## src/hw/cesr_pkg.sv

```systemverilog
package cesr_pkg;

    // ====================================================================
    // register offsets (byte addresses on the apb bus)
    localparam logic [7:0] CESR_OFS_ERR_FLAGS = 8'h00;
    localparam logic [7:0] CESR_OFS_IRQ_VEC = 8'h04;
    localparam logic [7:0] CESR_OFS_CHA_CNT = 8'h08;
    localparam logic [7:0] CESR_OFS_CHB_CNT = 8'h0c;
    localparam logic [7:0] CESR_OFS_PSR0 = 8'h10;
    localparam logic [7:0] CESR_OFS_CTRL = 8'h14;

    // ====================================================================
    // error flag bit positions
    localparam int CESR_BIT_BUF_UTIL = 0;
    localparam int CESR_BIT_LOCK = 1;
    localparam int CESR_BIT_SYSBUS_FAIL = 2;
    localparam int CESR_BIT_FRAME_IDENT = 3;
    localparam int CESR_BIT_DYN_LEN = 4;
    localparam int CESR_BIT_STATIC_LEN = 5;
    localparam int CESR_BIT_MGMT_LEN = 6;
    localparam int CESR_BIT_MGMT_FRAME = 7;
    localparam int CESR_BIT_ILLEGAL_ADDR = 8;
    localparam int CESR_NUM_FLAGS = 9;

    // vector fields: tx in low byte, rx in high byte
    localparam int CESR_POS_TX_VEC = 0;
    localparam int CESR_POS_RX_VEC = 8;

    // psr0 fields
    localparam int CESR_POS_WAKEUP = 0;
    localparam int CESR_POS_STARTUP = 4;
    localparam int CESR_POS_PROT = 8;
    localparam int CESR_POS_SLOT = 12;
    localparam int CESR_POS_ERROR_MODE_FIELD = 14;

    // control register: bit 0 interface error irq enable, bits 15:8 last utilized buffer
    localparam int CESR_POS_IRQ_EN = 0;
    localparam int CESR_POS_LAST_UTIL = 8;

    // ====================================================================
    // reset values
    localparam logic [15:0] CESR_RST_FLAGS = 16'h0000;
    localparam logic [15:0] CESR_RST_COUNT = 16'h0000;
    localparam logic [7:0] CESR_RST_LAST_UTIL = 8'h00;

    // ====================================================================
    // protocol status encodings
    typedef enum logic [1:0] {
        CESR_ERR_ACTIVE = 2'h0,
        CESR_ERR_PASSIVE = 2'h1,
        CESR_ERR_COMM_HALT = 2'h2
    } cesr_err_mode_t;

    typedef enum logic [1:0] {
        CESR_SLOT_SINGLE = 2'h0,
        CESR_SLOT_ALL_PENDING = 2'h1,
        CESR_SLOT_ALL = 2'h2
    } cesr_slot_mode_t;

    typedef enum logic [2:0] {
        CESR_PS_DEFAULT_CONFIG = 3'h0,
        CESR_PS_CONFIG = 3'h1,
        CESR_PS_WAKEUP = 3'h2,
        CESR_PS_READY = 3'h3,
        CESR_PS_NORMAL_PASSIVE = 3'h4,
        CESR_PS_NORMAL_ACTIVE = 3'h5,
        CESR_PS_HALT = 3'h6,
        CESR_PS_STARTUP = 3'h7
    } cesr_prot_state_t;

    typedef enum logic [3:0] {
        CESR_SU_CS_COLL_RES = 4'h2,
        CESR_SU_CS_LISTEN = 4'h3,
        CESR_SU_INT_CONS_CHECK = 4'h4,
        CESR_SU_INT_LISTEN = 4'h5,
        CESR_SU_INIT_SCHED = 4'h7,
        CESR_SU_CS_CONS_CHECK = 4'ha,
        CESR_SU_CS_JOIN = 4'hf
    } cesr_startup_t;

    typedef enum logic [2:0] {
        CESR_WU_UNDEFINED = 3'h0,
        CESR_WU_RX_HEADER = 3'h1,
        CESR_WU_RX_WUP = 3'h2,
        CESR_WU_COLL_HEADER = 3'h3,
        CESR_WU_COLL_WUP = 3'h4,
        CESR_WU_COLL_UNKNOWN = 3'h5,
        CESR_WU_TRANSMITTED = 3'h6
    } cesr_wakeup_t;

    // ====================================================================
    // carriers
    typedef struct packed {
        cesr_err_mode_t error_mode_field;
        cesr_slot_mode_t slot_mode_field;
        cesr_prot_state_t protocol_state_field;
        cesr_startup_t startup_field;
        cesr_wakeup_t wakeup_field;
    } cesr_proto_status_t;

    // one slot status vector per channel, strobed at slot/segment end
    typedef struct packed {
        logic valid;
        logic syntax_err;
        logic content_err;
        logic boundary_viol;
        logic tx_conflict;
    } cesr_slot_status_t;

    // host write to a buffer control/status register and a lock request
    typedef struct packed {
        logic wr;
        logic [7:0] index;
        logic lock_req;
    } cesr_host_buf_t;

    // error events from buffer and system bus logic, one-cycle pulses
    typedef struct packed {
        logic sysbus_timeout;
        logic frame_ident_mismatch;
        logic dyn_tx_hdr;
        logic [6:0] dyn_tx_len;
        logic static_tx_hdr;
        logic [6:0] static_tx_len;
        logic static_rx_hdr;
        logic [6:0] static_rx_len;
        logic static_rx_frame;
        logic preamble_indicator;
        logic null_frame_indicator;
        logic illegal_addr;
    } cesr_events_t;

    // lengths configured elsewhere
    typedef struct packed {
        logic [6:0] max_dyn_len;
        logic [6:0] static_len;
        logic [3:0] mgmt_vec_len;
    } cesr_len_cfg_t;

endpackage

```

## src/hw/cesr_regs.sv

```systemverilog
`timescale 1ns/10ps
module cesr_regs import cesr_pkg::*; #(
    parameter int NUM_BUFS = 64
) (
    input wire logic pclk,
    input wire logic presetn,
    input wire logic psel,
    input wire logic penable,
    input wire logic pwrite,
    input wire logic [7:0] paddr,
    input wire logic [31:0] pwdata,
    input wire logic [3:0] pstrb,
    output logic [31:0] prdata,
    output logic pready,
    output logic pslverr,
    input wire cesr_host_buf_t host_buf,
    input wire logic [NUM_BUFS-1:0] engine_locked,
    input wire cesr_events_t events,
    input wire cesr_len_cfg_t len_cfg,
    input wire logic [NUM_BUFS-1:0] buffer_irq_flag,
    input wire logic [NUM_BUFS-1:0] buffer_irq_enable,
    input wire logic [NUM_BUFS-1:0] buffer_is_tx,
    input wire cesr_slot_status_t slot_status_a,
    input wire cesr_slot_status_t slot_status_b,
    input wire cesr_proto_status_t proto_status,
    output logic buf_wr_accept,
    output logic lock_grant,
    output logic mgmt_vec_update,
    output logic [3:0] mgmt_vec_bytes,
    output logic iface_err_irq
);

    // eight-bit index and vector fields cap the buffer count
    localparam int IDXW = (NUM_BUFS > 1) ? $clog2(NUM_BUFS) : 1;

    if (NUM_BUFS < 1 || NUM_BUFS > 256) begin : g_bad_bufs
        $error("NUM_BUFS must be 1..256");
    end

    // ====================================================================
    // state
    typedef struct packed {
        logic [CESR_NUM_FLAGS-1:0] flags;
        logic iface_err_irq_enable;
        logic [7:0] last_utilized_buffer;
        logic [15:0] cnt_a;
        logic [15:0] cnt_b;
        logic [7:0] tx_irq_vector;
        logic [7:0] rx_irq_vector;
        cesr_proto_status_t psr;
        logic [31:0] prdata;
        logic pready;
        logic pslverr;
        logic buf_wr_accept;
        logic lock_grant;
        logic mgmt_vec_update;
        logic [3:0] mgmt_vec_bytes;
        logic irq;
    } cesr_state_t;

    cesr_state_t s_q;
    cesr_state_t s_d;

    // ====================================================================
    // priority search for vectors, one bit per buffer
    logic [NUM_BUFS-1:0] tx_pend;
    logic [NUM_BUFS-1:0] rx_pend;
    logic [NUM_BUFS-1:0] tx_first;
    logic [NUM_BUFS-1:0] rx_first;
    logic [NUM_BUFS:0] tx_seen;
    logic [NUM_BUFS:0] rx_seen;
    logic [7:0] tx_idx [NUM_BUFS+1];
    logic [7:0] rx_idx [NUM_BUFS+1];

    assign tx_seen[0] = 1'b0;
    assign rx_seen[0] = 1'b0;
    assign tx_idx[0] = 8'h00;
    assign rx_idx[0] = 8'h00;

    genvar gi;
    generate
        for (gi = 0; gi < NUM_BUFS; gi++) begin : g_vec
            assign tx_pend[gi] = buffer_irq_flag[gi] & buffer_irq_enable[gi] & buffer_is_tx[gi];
            assign rx_pend[gi] = buffer_irq_flag[gi] & buffer_irq_enable[gi] & ~buffer_is_tx[gi];
            // lower index wins
            assign tx_first[gi] = tx_pend[gi] & ~tx_seen[gi];
            assign rx_first[gi] = rx_pend[gi] & ~rx_seen[gi];
            assign tx_seen[gi+1] = tx_seen[gi] | tx_pend[gi];
            assign rx_seen[gi+1] = rx_seen[gi] | rx_pend[gi];
            assign tx_idx[gi+1] = tx_first[gi] ? 8'(gi) : tx_idx[gi];
            assign rx_idx[gi+1] = rx_first[gi] ? 8'(gi) : rx_idx[gi];
        end
    endgenerate

    // ====================================================================
    // next state
    logic wr_acc;
    logic rd_acc;
    logic wr_fin;
    logic [CESR_NUM_FLAGS-1:0] set_ev;
    logic [CESR_NUM_FLAGS-1:0] clr_ev;
    logic err_a;
    logic err_b;
    logic [7:0] idx_lim;

    always_comb begin
        s_d = s_q;
        wr_acc = psel & penable & pwrite & ~s_q.pready;
        rd_acc = psel & penable & ~pwrite & ~s_q.pready;
        wr_fin = psel & penable & pwrite & s_q.pready;
        idx_lim = 8'(NUM_BUFS - 1);
        set_ev = '0;
        clr_ev = '0;

        set_ev[CESR_BIT_BUF_UTIL] = host_buf.wr & (host_buf.index > s_q.last_utilized_buffer);
        set_ev[CESR_BIT_LOCK] = host_buf.lock_req & (host_buf.index <= idx_lim)
            & engine_locked[host_buf.index[IDXW-1:0]];
        set_ev[CESR_BIT_SYSBUS_FAIL] = events.sysbus_timeout;
        set_ev[CESR_BIT_FRAME_IDENT] = events.frame_ident_mismatch;
        set_ev[CESR_BIT_DYN_LEN] = events.dyn_tx_hdr & (events.dyn_tx_len > len_cfg.max_dyn_len);
        set_ev[CESR_BIT_STATIC_LEN] = events.static_tx_hdr & (events.static_tx_len != len_cfg.static_len);
        set_ev[CESR_BIT_MGMT_LEN] = events.static_rx_hdr
            & (events.static_rx_len < {3'h0, len_cfg.mgmt_vec_len});
        set_ev[CESR_BIT_MGMT_FRAME] = events.static_rx_frame & events.preamble_indicator
            & events.null_frame_indicator;
        set_ev[CESR_BIT_ILLEGAL_ADDR] = events.illegal_addr;

        s_d.buf_wr_accept = host_buf.wr & ~set_ev[CESR_BIT_BUF_UTIL];
        s_d.lock_grant = host_buf.lock_req & ~set_ev[CESR_BIT_LOCK];

        // vector update: short length updates only the received part
        s_d.mgmt_vec_update = events.static_rx_frame & events.preamble_indicator
            & ~events.null_frame_indicator;
        if (events.static_rx_len < {3'h0, len_cfg.mgmt_vec_len}) begin
            s_d.mgmt_vec_bytes = events.static_rx_len[3:0];
        end else begin
            s_d.mgmt_vec_bytes = len_cfg.mgmt_vec_len;
        end

        // slot status strobe arrives at slot end; count lands next cycle
        err_a = slot_status_a.syntax_err | slot_status_a.content_err
            | slot_status_a.boundary_viol | slot_status_a.tx_conflict;
        err_b = slot_status_b.syntax_err | slot_status_b.content_err
            | slot_status_b.boundary_viol | slot_status_b.tx_conflict;
        if (slot_status_a.valid && err_a) begin
            s_d.cnt_a = s_q.cnt_a + 16'h0001;
        end
        if (slot_status_b.valid && err_b) begin
            s_d.cnt_b = s_q.cnt_b + 16'h0001;
        end

        s_d.tx_irq_vector = tx_idx[NUM_BUFS];
        s_d.rx_irq_vector = rx_idx[NUM_BUFS];
        s_d.psr = proto_status;

        // ================================================================
        // apb slave: one wait state, answer registered
        s_d.pready = wr_acc | rd_acc;
        s_d.pslverr = 1'b0;
        s_d.prdata = 32'h0000_0000;
        if (wr_acc) begin
            case (paddr)
                CESR_OFS_ERR_FLAGS, CESR_OFS_CTRL, CESR_OFS_IRQ_VEC, CESR_OFS_CHA_CNT, CESR_OFS_CHB_CNT,
                CESR_OFS_PSR0: begin
                    s_d.pslverr = 1'b0;
                end
                default: begin
                    s_d.pslverr = 1'b1;
                end
            endcase
        end
        // write lands only at the edge where the master sees pready
        if (wr_fin) begin
            case (paddr)
                CESR_OFS_ERR_FLAGS: begin
                    if (pstrb[0]) begin
                        clr_ev[7:0] = pwdata[7:0];
                    end
                    if (pstrb[1]) begin
                        clr_ev[8] = pwdata[8];
                    end
                end
                CESR_OFS_CTRL: begin
                    if (pstrb[0]) begin
                        s_d.iface_err_irq_enable = pwdata[CESR_POS_IRQ_EN];
                    end
                    if (pstrb[1]) begin
                        s_d.last_utilized_buffer = pwdata[CESR_POS_LAST_UTIL +: 8];
                    end
                end
                default: begin
                    clr_ev = '0;
                end
            endcase
        end
        if (rd_acc) begin
            case (paddr)
                CESR_OFS_ERR_FLAGS: s_d.prdata = {23'h0, s_q.flags};
                CESR_OFS_IRQ_VEC: s_d.prdata = {16'h0, s_q.rx_irq_vector, s_q.tx_irq_vector};
                CESR_OFS_CHA_CNT: s_d.prdata = {16'h0, s_q.cnt_a};
                CESR_OFS_CHB_CNT: s_d.prdata = {16'h0, s_q.cnt_b};
                CESR_OFS_PSR0: s_d.prdata = {16'h0, s_q.psr.error_mode_field, s_q.psr.slot_mode_field, 1'b0,
                    s_q.psr.protocol_state_field, s_q.psr.startup_field, 1'b0, s_q.psr.wakeup_field};
                CESR_OFS_CTRL: s_d.prdata = {16'h0, s_q.last_utilized_buffer, 7'h0, s_q.iface_err_irq_enable};
                default: s_d.pslverr = 1'b1;
            endcase
        end

        // set wins over a clear in the same cycle
        s_d.flags = (s_q.flags & ~clr_ev) | set_ev;
        s_d.irq = s_q.iface_err_irq_enable & (|s_q.flags);
    end

    always_ff @(posedge pclk or negedge presetn) begin
        if (!presetn) begin
            s_q <= '0;
            s_q.last_utilized_buffer <= CESR_RST_LAST_UTIL;
            s_q.cnt_a <= CESR_RST_COUNT;
            s_q.cnt_b <= CESR_RST_COUNT;
        end else begin
            s_q <= s_d;
        end
    end

    // ====================================================================
    // outputs
    assign prdata = s_q.prdata;
    assign pready = s_q.pready;
    assign pslverr = s_q.pslverr;
    assign buf_wr_accept = s_q.buf_wr_accept;
    assign lock_grant = s_q.lock_grant;
    assign mgmt_vec_update = s_q.mgmt_vec_update;
    assign mgmt_vec_bytes = s_q.mgmt_vec_bytes;
    assign iface_err_irq = s_q.irq;

endmodule

```

## config.mk

```make
export PLATFORM = sky130hd
export DESIGN_NAME = cesr_regs
export DESIGN_NICKNAME = d
export VERILOG_FILES = /design/src/hw/cesr_pkg.sv /design/src/hw/cesr_regs.sv
export SDC_FILE = /design/constraint.sdc
export NUM_CORES = 1
export LEC_CHECK = 0
export BUFFER_PORTS_ARGS = -buffer_cell sky130_fd_sc_hd__buf_2
export CORE_AREA = 4 4 163 165
export CTS_BUF_LIST = sky130_fd_sc_hd__clkbuf_16
export CTS_CLUSTER_DIAMETER = 120
export DETAILED_ROUTE_END_ITERATION = 10
export DIE_AREA = 0 0 167 169
export GPL_TIMING_DRIVEN = 0
export PLACE_DENSITY = 0.7
export RECOVER_POWER = 100
export REMOVE_ABC_BUFFERS = 1
export SYNTH_ARGS = -nofsm -noshare
export SYNTH_HDL_FRONTEND = slang
export SYNTH_SLANG_ARGS = --single-unit
```

## constraint.sdc

```tcl
create_clock -name pclk -period 1.6 [get_ports pclk]
set_input_delay 0.24 -clock pclk [delete_from_list [all_inputs] [get_ports pclk]]
set_output_delay 0.24 -clock pclk [all_outputs]
set_load 0.005 [all_outputs]
```

== Word level (Yosys, flattened, before mapping) ==
Index checks and enable logic that the tools add are counted.

* Magnitude comparators: 5
* Bitwise operators: 665
* Muxes and demuxes: 139
* Add/subtract/negate cells: 2
* Reductions and logical operators: 7
* Eq/ne operators: 6

{| class="wikitable"
|+ Operators by type and width
! operator !! number
|-
| $mux 6 || 64
|-
| $and 1x1->1 || 336
|-
| $not 1->1 || 195
|-
| $mux 5 || 32
|-
| $or 1x1->1 || 131
|-
| $pmux 16 s6 || 1
|-
| $mux 4 || 17
|-
| $add 16x1->16 const B || 2
|-
| $mux 3 || 8
|-
| $mux 9 || 2
|-
| $eq 8x4->1 const B || 2
|-
| $eq 8x5->1 const B || 2
|-
| $mux 16 || 1
|-
| $and 9x9->9 || 1
|-
| $not 9->9 || 1
|-
| $or 9x9->9 || 1
|-
| $reduce_or 9->1 || 1
|-
| $eq 8x3->1 const B || 1
|-
| $gt 8x8->1 || 1
|-
| $le 8x6->1 const B || 1
|-
| $logic_not 8->1 || 1
|-
| $mux 1 || 8
|-
| $mux 2 || 4
|-
| $mux 8 || 1
|-
| other kinds (8) || 10
|}

* Logic and storage cells: 844
* Bits of input ports: 387
* Output and inout bits: 42
* Register bits: 118

== Longest topological paths before layout ==
* Word-level depth: 67
* Mapped depth: 11
* Mapped depth without buffers: 9

== Worst setup path after synthesis ==
Ideal clock, no wire load.

* Path kind: input-to-reg
* From: in host_buf[1] (netlist name)
* To: reg s_q[114] (netlist name)
* Path buffers: 2
* Arrival: 2052 ps
* Required time: 1482 ps
* Cell stages on the path: 7
* Setup time: 118 ps
* Setup slack: -570 ps
* Cell sequence: buf_2 -> buf_2 -> mux4_2 -> mux4_2 -> a22oi_1 -> o21ai_1 -> a21o_1

{| class="wikitable"
|+ RTL lines
! element !! line !! text
|-
| start, declared || cesr_regs.sv:16 || <nowiki>input wire cesr_host_buf_t host_buf,</nowiki>
|-
| end, declared || cesr_regs.sv:61 || <nowiki>cesr_state_t s_q;</nowiki>
|}

==> impl_metrics.json <==
{
  "io_buffers": 394,
  "final_core_utilization_pct": 47.2,
  "cp-startpoint": "buffer_is_tx[21]",
  "power_density_nw_per_um2": 668,
  "synth.distinct_cells": 89,
  "core_um2": 25000,
  "slew_headroom_pct": 34.4,
  "switchingPower_w": 0.00253,
  "pre_cts_slack_ns": -1.34,
  "mostFrequentLayoutCells": "buf_2, nand2_1, dfrtp_1, nor2_1, nand3_1",
  "syn_area_per_cell_um2": 8.72,
  "ant_nets": 0,
  "finalPower_w": 0.00790,
  "fillers": 2401,
  "synth_cells": 941,
  "seq_area_frac_synth_pct": 31.1,
  "drtIter0Drc": 490,
  "m1WireLength_um": 12200,
  "r2r_start": "s_q[105]$_DFFE_PN0P_",
  "timing.final.crit_share_pct": 124,
  "multiInputGateArea_um2": 5730,
  "tightestPinTransition_ns": 0.972,
  "antenna_found_initial": 3,
  "cts-root-buf": "clkbuf_16",
  "slowest_delay_ns": 0.59,
  "hold_viol": 0,
  "synthArstFlopShare_pct": 100,
  "layoutNonFillerInstCount": 1717,
  "final_common_cell": "buf_2",
  "fmax_mhz": 504,
  "drv_slew": 0,
  "wl_met3_um": 2100,
  "swShare_pct": 32.0,
  "pin_count": 429,
  "cts.sinks": 102,
  "post-route-cell-area_um2": 11800,
  "intPower_w": 0.00537,
  "final_nets": 1786,
  "finalCriticalPeriod_ns": 1.99,
  "violations": "negative setup slack",
  "crit_type": "primary input to flip-flop",
  "drive_gt1_share_pct": 41.2,
  "synth_edf_count": 0,
  "clk_latency_ns": 0.34,
  "placed_cell_area_um2": 10300,
  "finalSetupViolations": 19,
  "synth_seq_cells": 102,
  "end_kind": "flip-flop",
  "dr.pass1.iters": 5,
  "r2r_slack_ns": -0.20,
  "synth-main-ff-cell": "dfrtp_1",
  "critical_path_depth": 8,
  "place.gp.congestion": 0.979,
  "vias": 9098,
  "start_kind": "primary input",
  "cts_tree": "done",
  "grt_overflow": 0,
  "grt_pass1_vias": 9401,
  "cp.required_ns": 1.88,
  "viasPerCell": 5.30,
  "syn2layout_area_growth_pct": 44.1,
  "reg2regPathDepth": 9,
  "cp_top_family": "simple AND/OR/NAND/NOR gates",
  "r2r_end": "buf_wr_accept$_DFF_PN0_",
  "placed_cells": 1627,
  "clockBufferDepth": 2,
  "die-area_um2": 28200,
  "drc": 0,
  "start_util_pct": 32.8,
  "rows": 58,
  "timing.critical_path.to": "s_q[57]$_DFF_PN0_",
  "grt_max_degree": 68,
  "cp.arrival_ns": 2.26,
  "cts_inserted_buffers": 9,
  "routed_wl_um": 32600,
  "critPathSlowestCell": "or4_4",
  "clockPowerShare_pct": 27.8,
  "die_h_um": 169,
  "finClkSkew_ns": 0.00750,
  "cp_cell_sequence": "buf_6, nand3b_1, nand4_2, or4_4, nor4_4, nand4_4, nor3_2, or4b_4",
  "status": "finished with violations",
  "dieWidth_um": 167,
  "crit_fanout": 6,
  "setup_ws_ns": -0.385,
  "rsz0062_at_grt": "true",
  "dpl.hpwl_um": 26200,
  "yosys_warnings": 0,
  "hold_class": "primary input to flip-flop",
  "drv_cap": 0,
  "path_clk_slew_ns": 0.07,
  "grtUsageTotal_pct": 21.6,
  "worst-path-buf-inv": 1,
  "ir_drop_mv": 0.577,
  "register_area_um2": 2550,
  "seqPwrFrac_pct": 38.8,
  "combPwrFrac_pct": 33.4,
  "met2_length_um": 17100,
  "grt_first_pass_wirelength_um": 49200,
  "wl_per_cell_um": 19.0,
  "synthesis.area_um2": 8200,
  "htree_levels": 3,
  "top_layer": "met4",
  "p_leak_nw": 5.63
}
layout make-up:
| type | instances | share of cell area (%) |
|---|---|---|
| sequential | 102 | 21.6 |
| inverter | 31 | 0.984 |
| timing repair buffer | 465 | 22.9 |
| clock inverter | 7 | 0.614 |
| multi-input combinational | 770 | 48.4 |
| antenna | 3 | 0.0635 |
| tap | 330 | 3.49 |
| clock buffer | 9 | 1.90 |
cell usage after synthesis, types with 10 or more instances:
| master | number | share of area [%] |
|---|---|---|
| nand2_1 | 109 | 5.0 |
| dfrtp_1 | 102 | 31 |
| nand3_1 | 86 | 5.2 |
| nor2_1 | 80 | 3.7 |
| a21oi_1 | 37 | 2.3 |
| buf_4 | 36 | 3.3 |
| inv_1 | 31 | 1.4 |
| and3b_1 | 29 | 3.1 |
| o21ai_0 | 29 | 1.8 |
| nand4_1 | 26 | 2.0 |
| xnor2_1 | 25 | 2.7 |
| ha_1 | 20 | 3.1 |
| nand3b_1 | 20 | 1.8 |
| mux4_2 | 18 | 4.9 |
| mux2i_1 | 15 | 1.8 |
| nand2b_1 | 15 | 1.1 |
| a22oi_1 | 14 | 1.3 |
| and3_1 | 13 | 0.99 |
| clkbuf_1 | 13 | 0.59 |
| nor2b_1 | 13 | 0.99 |
| nor3_1 | 13 | 0.79 |
| a211oi_1 | 12 | 1.1 |
| a31oi_1 | 12 | 0.92 |
| mux2_2 | 12 | 1.6 |
| xor2_1 | 12 | 1.3 |
| nor4_1 | 10 | 0.76 |
| o211ai_1 | 10 | 0.92 |
layer usage:
| layer | vias up | global-route usage, % |
|---|---|---|
| li1 | 4346 | - |
| met1 | 4258 | 24.0 |
| met2 | 424 | 41.6 |
| met3 | 70 | 3.55 |
| met4 | 0 | 7.54 |
| met5 | - | 0 |
flip-flops by register name, indices dropped and copies added, names as in the netlist:
name	count
buf_wr_accept	1
iface_err_irq	1
lock_grant	1
mgmt_vec_bytes	4
mgmt_vec_update	1
prdata	16
pready	1
pslverr	1
s_q	76
what timing repair did:
action / in CTS / in global routing
hold endpoints to repair: 44 / 0
hold buffers: 10 / 0
endpoints found under the setup margin: 54 / 25
resized for setup: 98 / 47
pin swaps: 45 / 30
gates cloned: 1 / 0
buffers inserted: 33 / 27
power by group through the flow:
stage | logic [W] | registers, W | clock network (W)
after floorplan | 0.00113 | 0.00306 | 0
after global placement | 0.00204 | 0.00311 | 0
after detailed placement | 0.00211 | 0.00312 | 0
after CTS | 0.00240 | 0.00306 | 0.00223
after global routing | 0.00288 | 0.00308 | 0.00232
final | 0.00264 | 0.00307 | 0.00219
stage by stage:
| stage | TNS [ns] | hold WS, ns |
|---|---|---|
| 2_1_floorplan | -8.64 | -0.0556 |
| 3_3_place_gp | -127.38 | 0.350 |
| 3_5_place_dp | -50.01 | 0.230 |
| 4_1_cts | -2.04 | 0.00115 |
| 5_1_grt | -7.10 | 0.00137 |
| 6_report | -3.31 | 0.00866 |
how the worst min path moves through the flow:
stage | to | start | cells after the start
after CTS | s_q[53]$_DFF_PN0_ | proto_status[11] | 1
after floorplan | buf_wr_accept$_DFF_PN0_ | presetn | 0
final | s_q[53]$_DFF_PN0_ | proto_status[11] | 1
after global placement | s_q[50]$_DFF_PN0_ | proto_status[8] | 1
after detailed placement | pready$_DFF_PN0_ | presetn | 1
after global routing | s_q[53]$_DFF_PN0_ | proto_status[11] | 1
cells by family after synthesis:
kind of cell             synth area share (%)
AO/OA/AOI/OAI                            16.2
XOR/XNOR                                 3.95
adder cells (fa/ha/maj)                  3.05
buffers and inverters                    5.58
flip-flops                               31.1
multiplexers                             8.56
other                                  0.0457
AND/OR/NAND/NOR                          31.5
worst reg2reg max path, cell delays in order (launching register included):
cell	delay, ns
dfrtp_1	0.39
inv_2	0.07
ha_4	0.19
nor2b_4	0.12
o21a_1	0.17
o21a_1	0.18
o21ai_2	0.13
a21oi_2	0.08
o31ai_2	0.24
and2_1	0.17
Power figures use the tool's default switching activity.
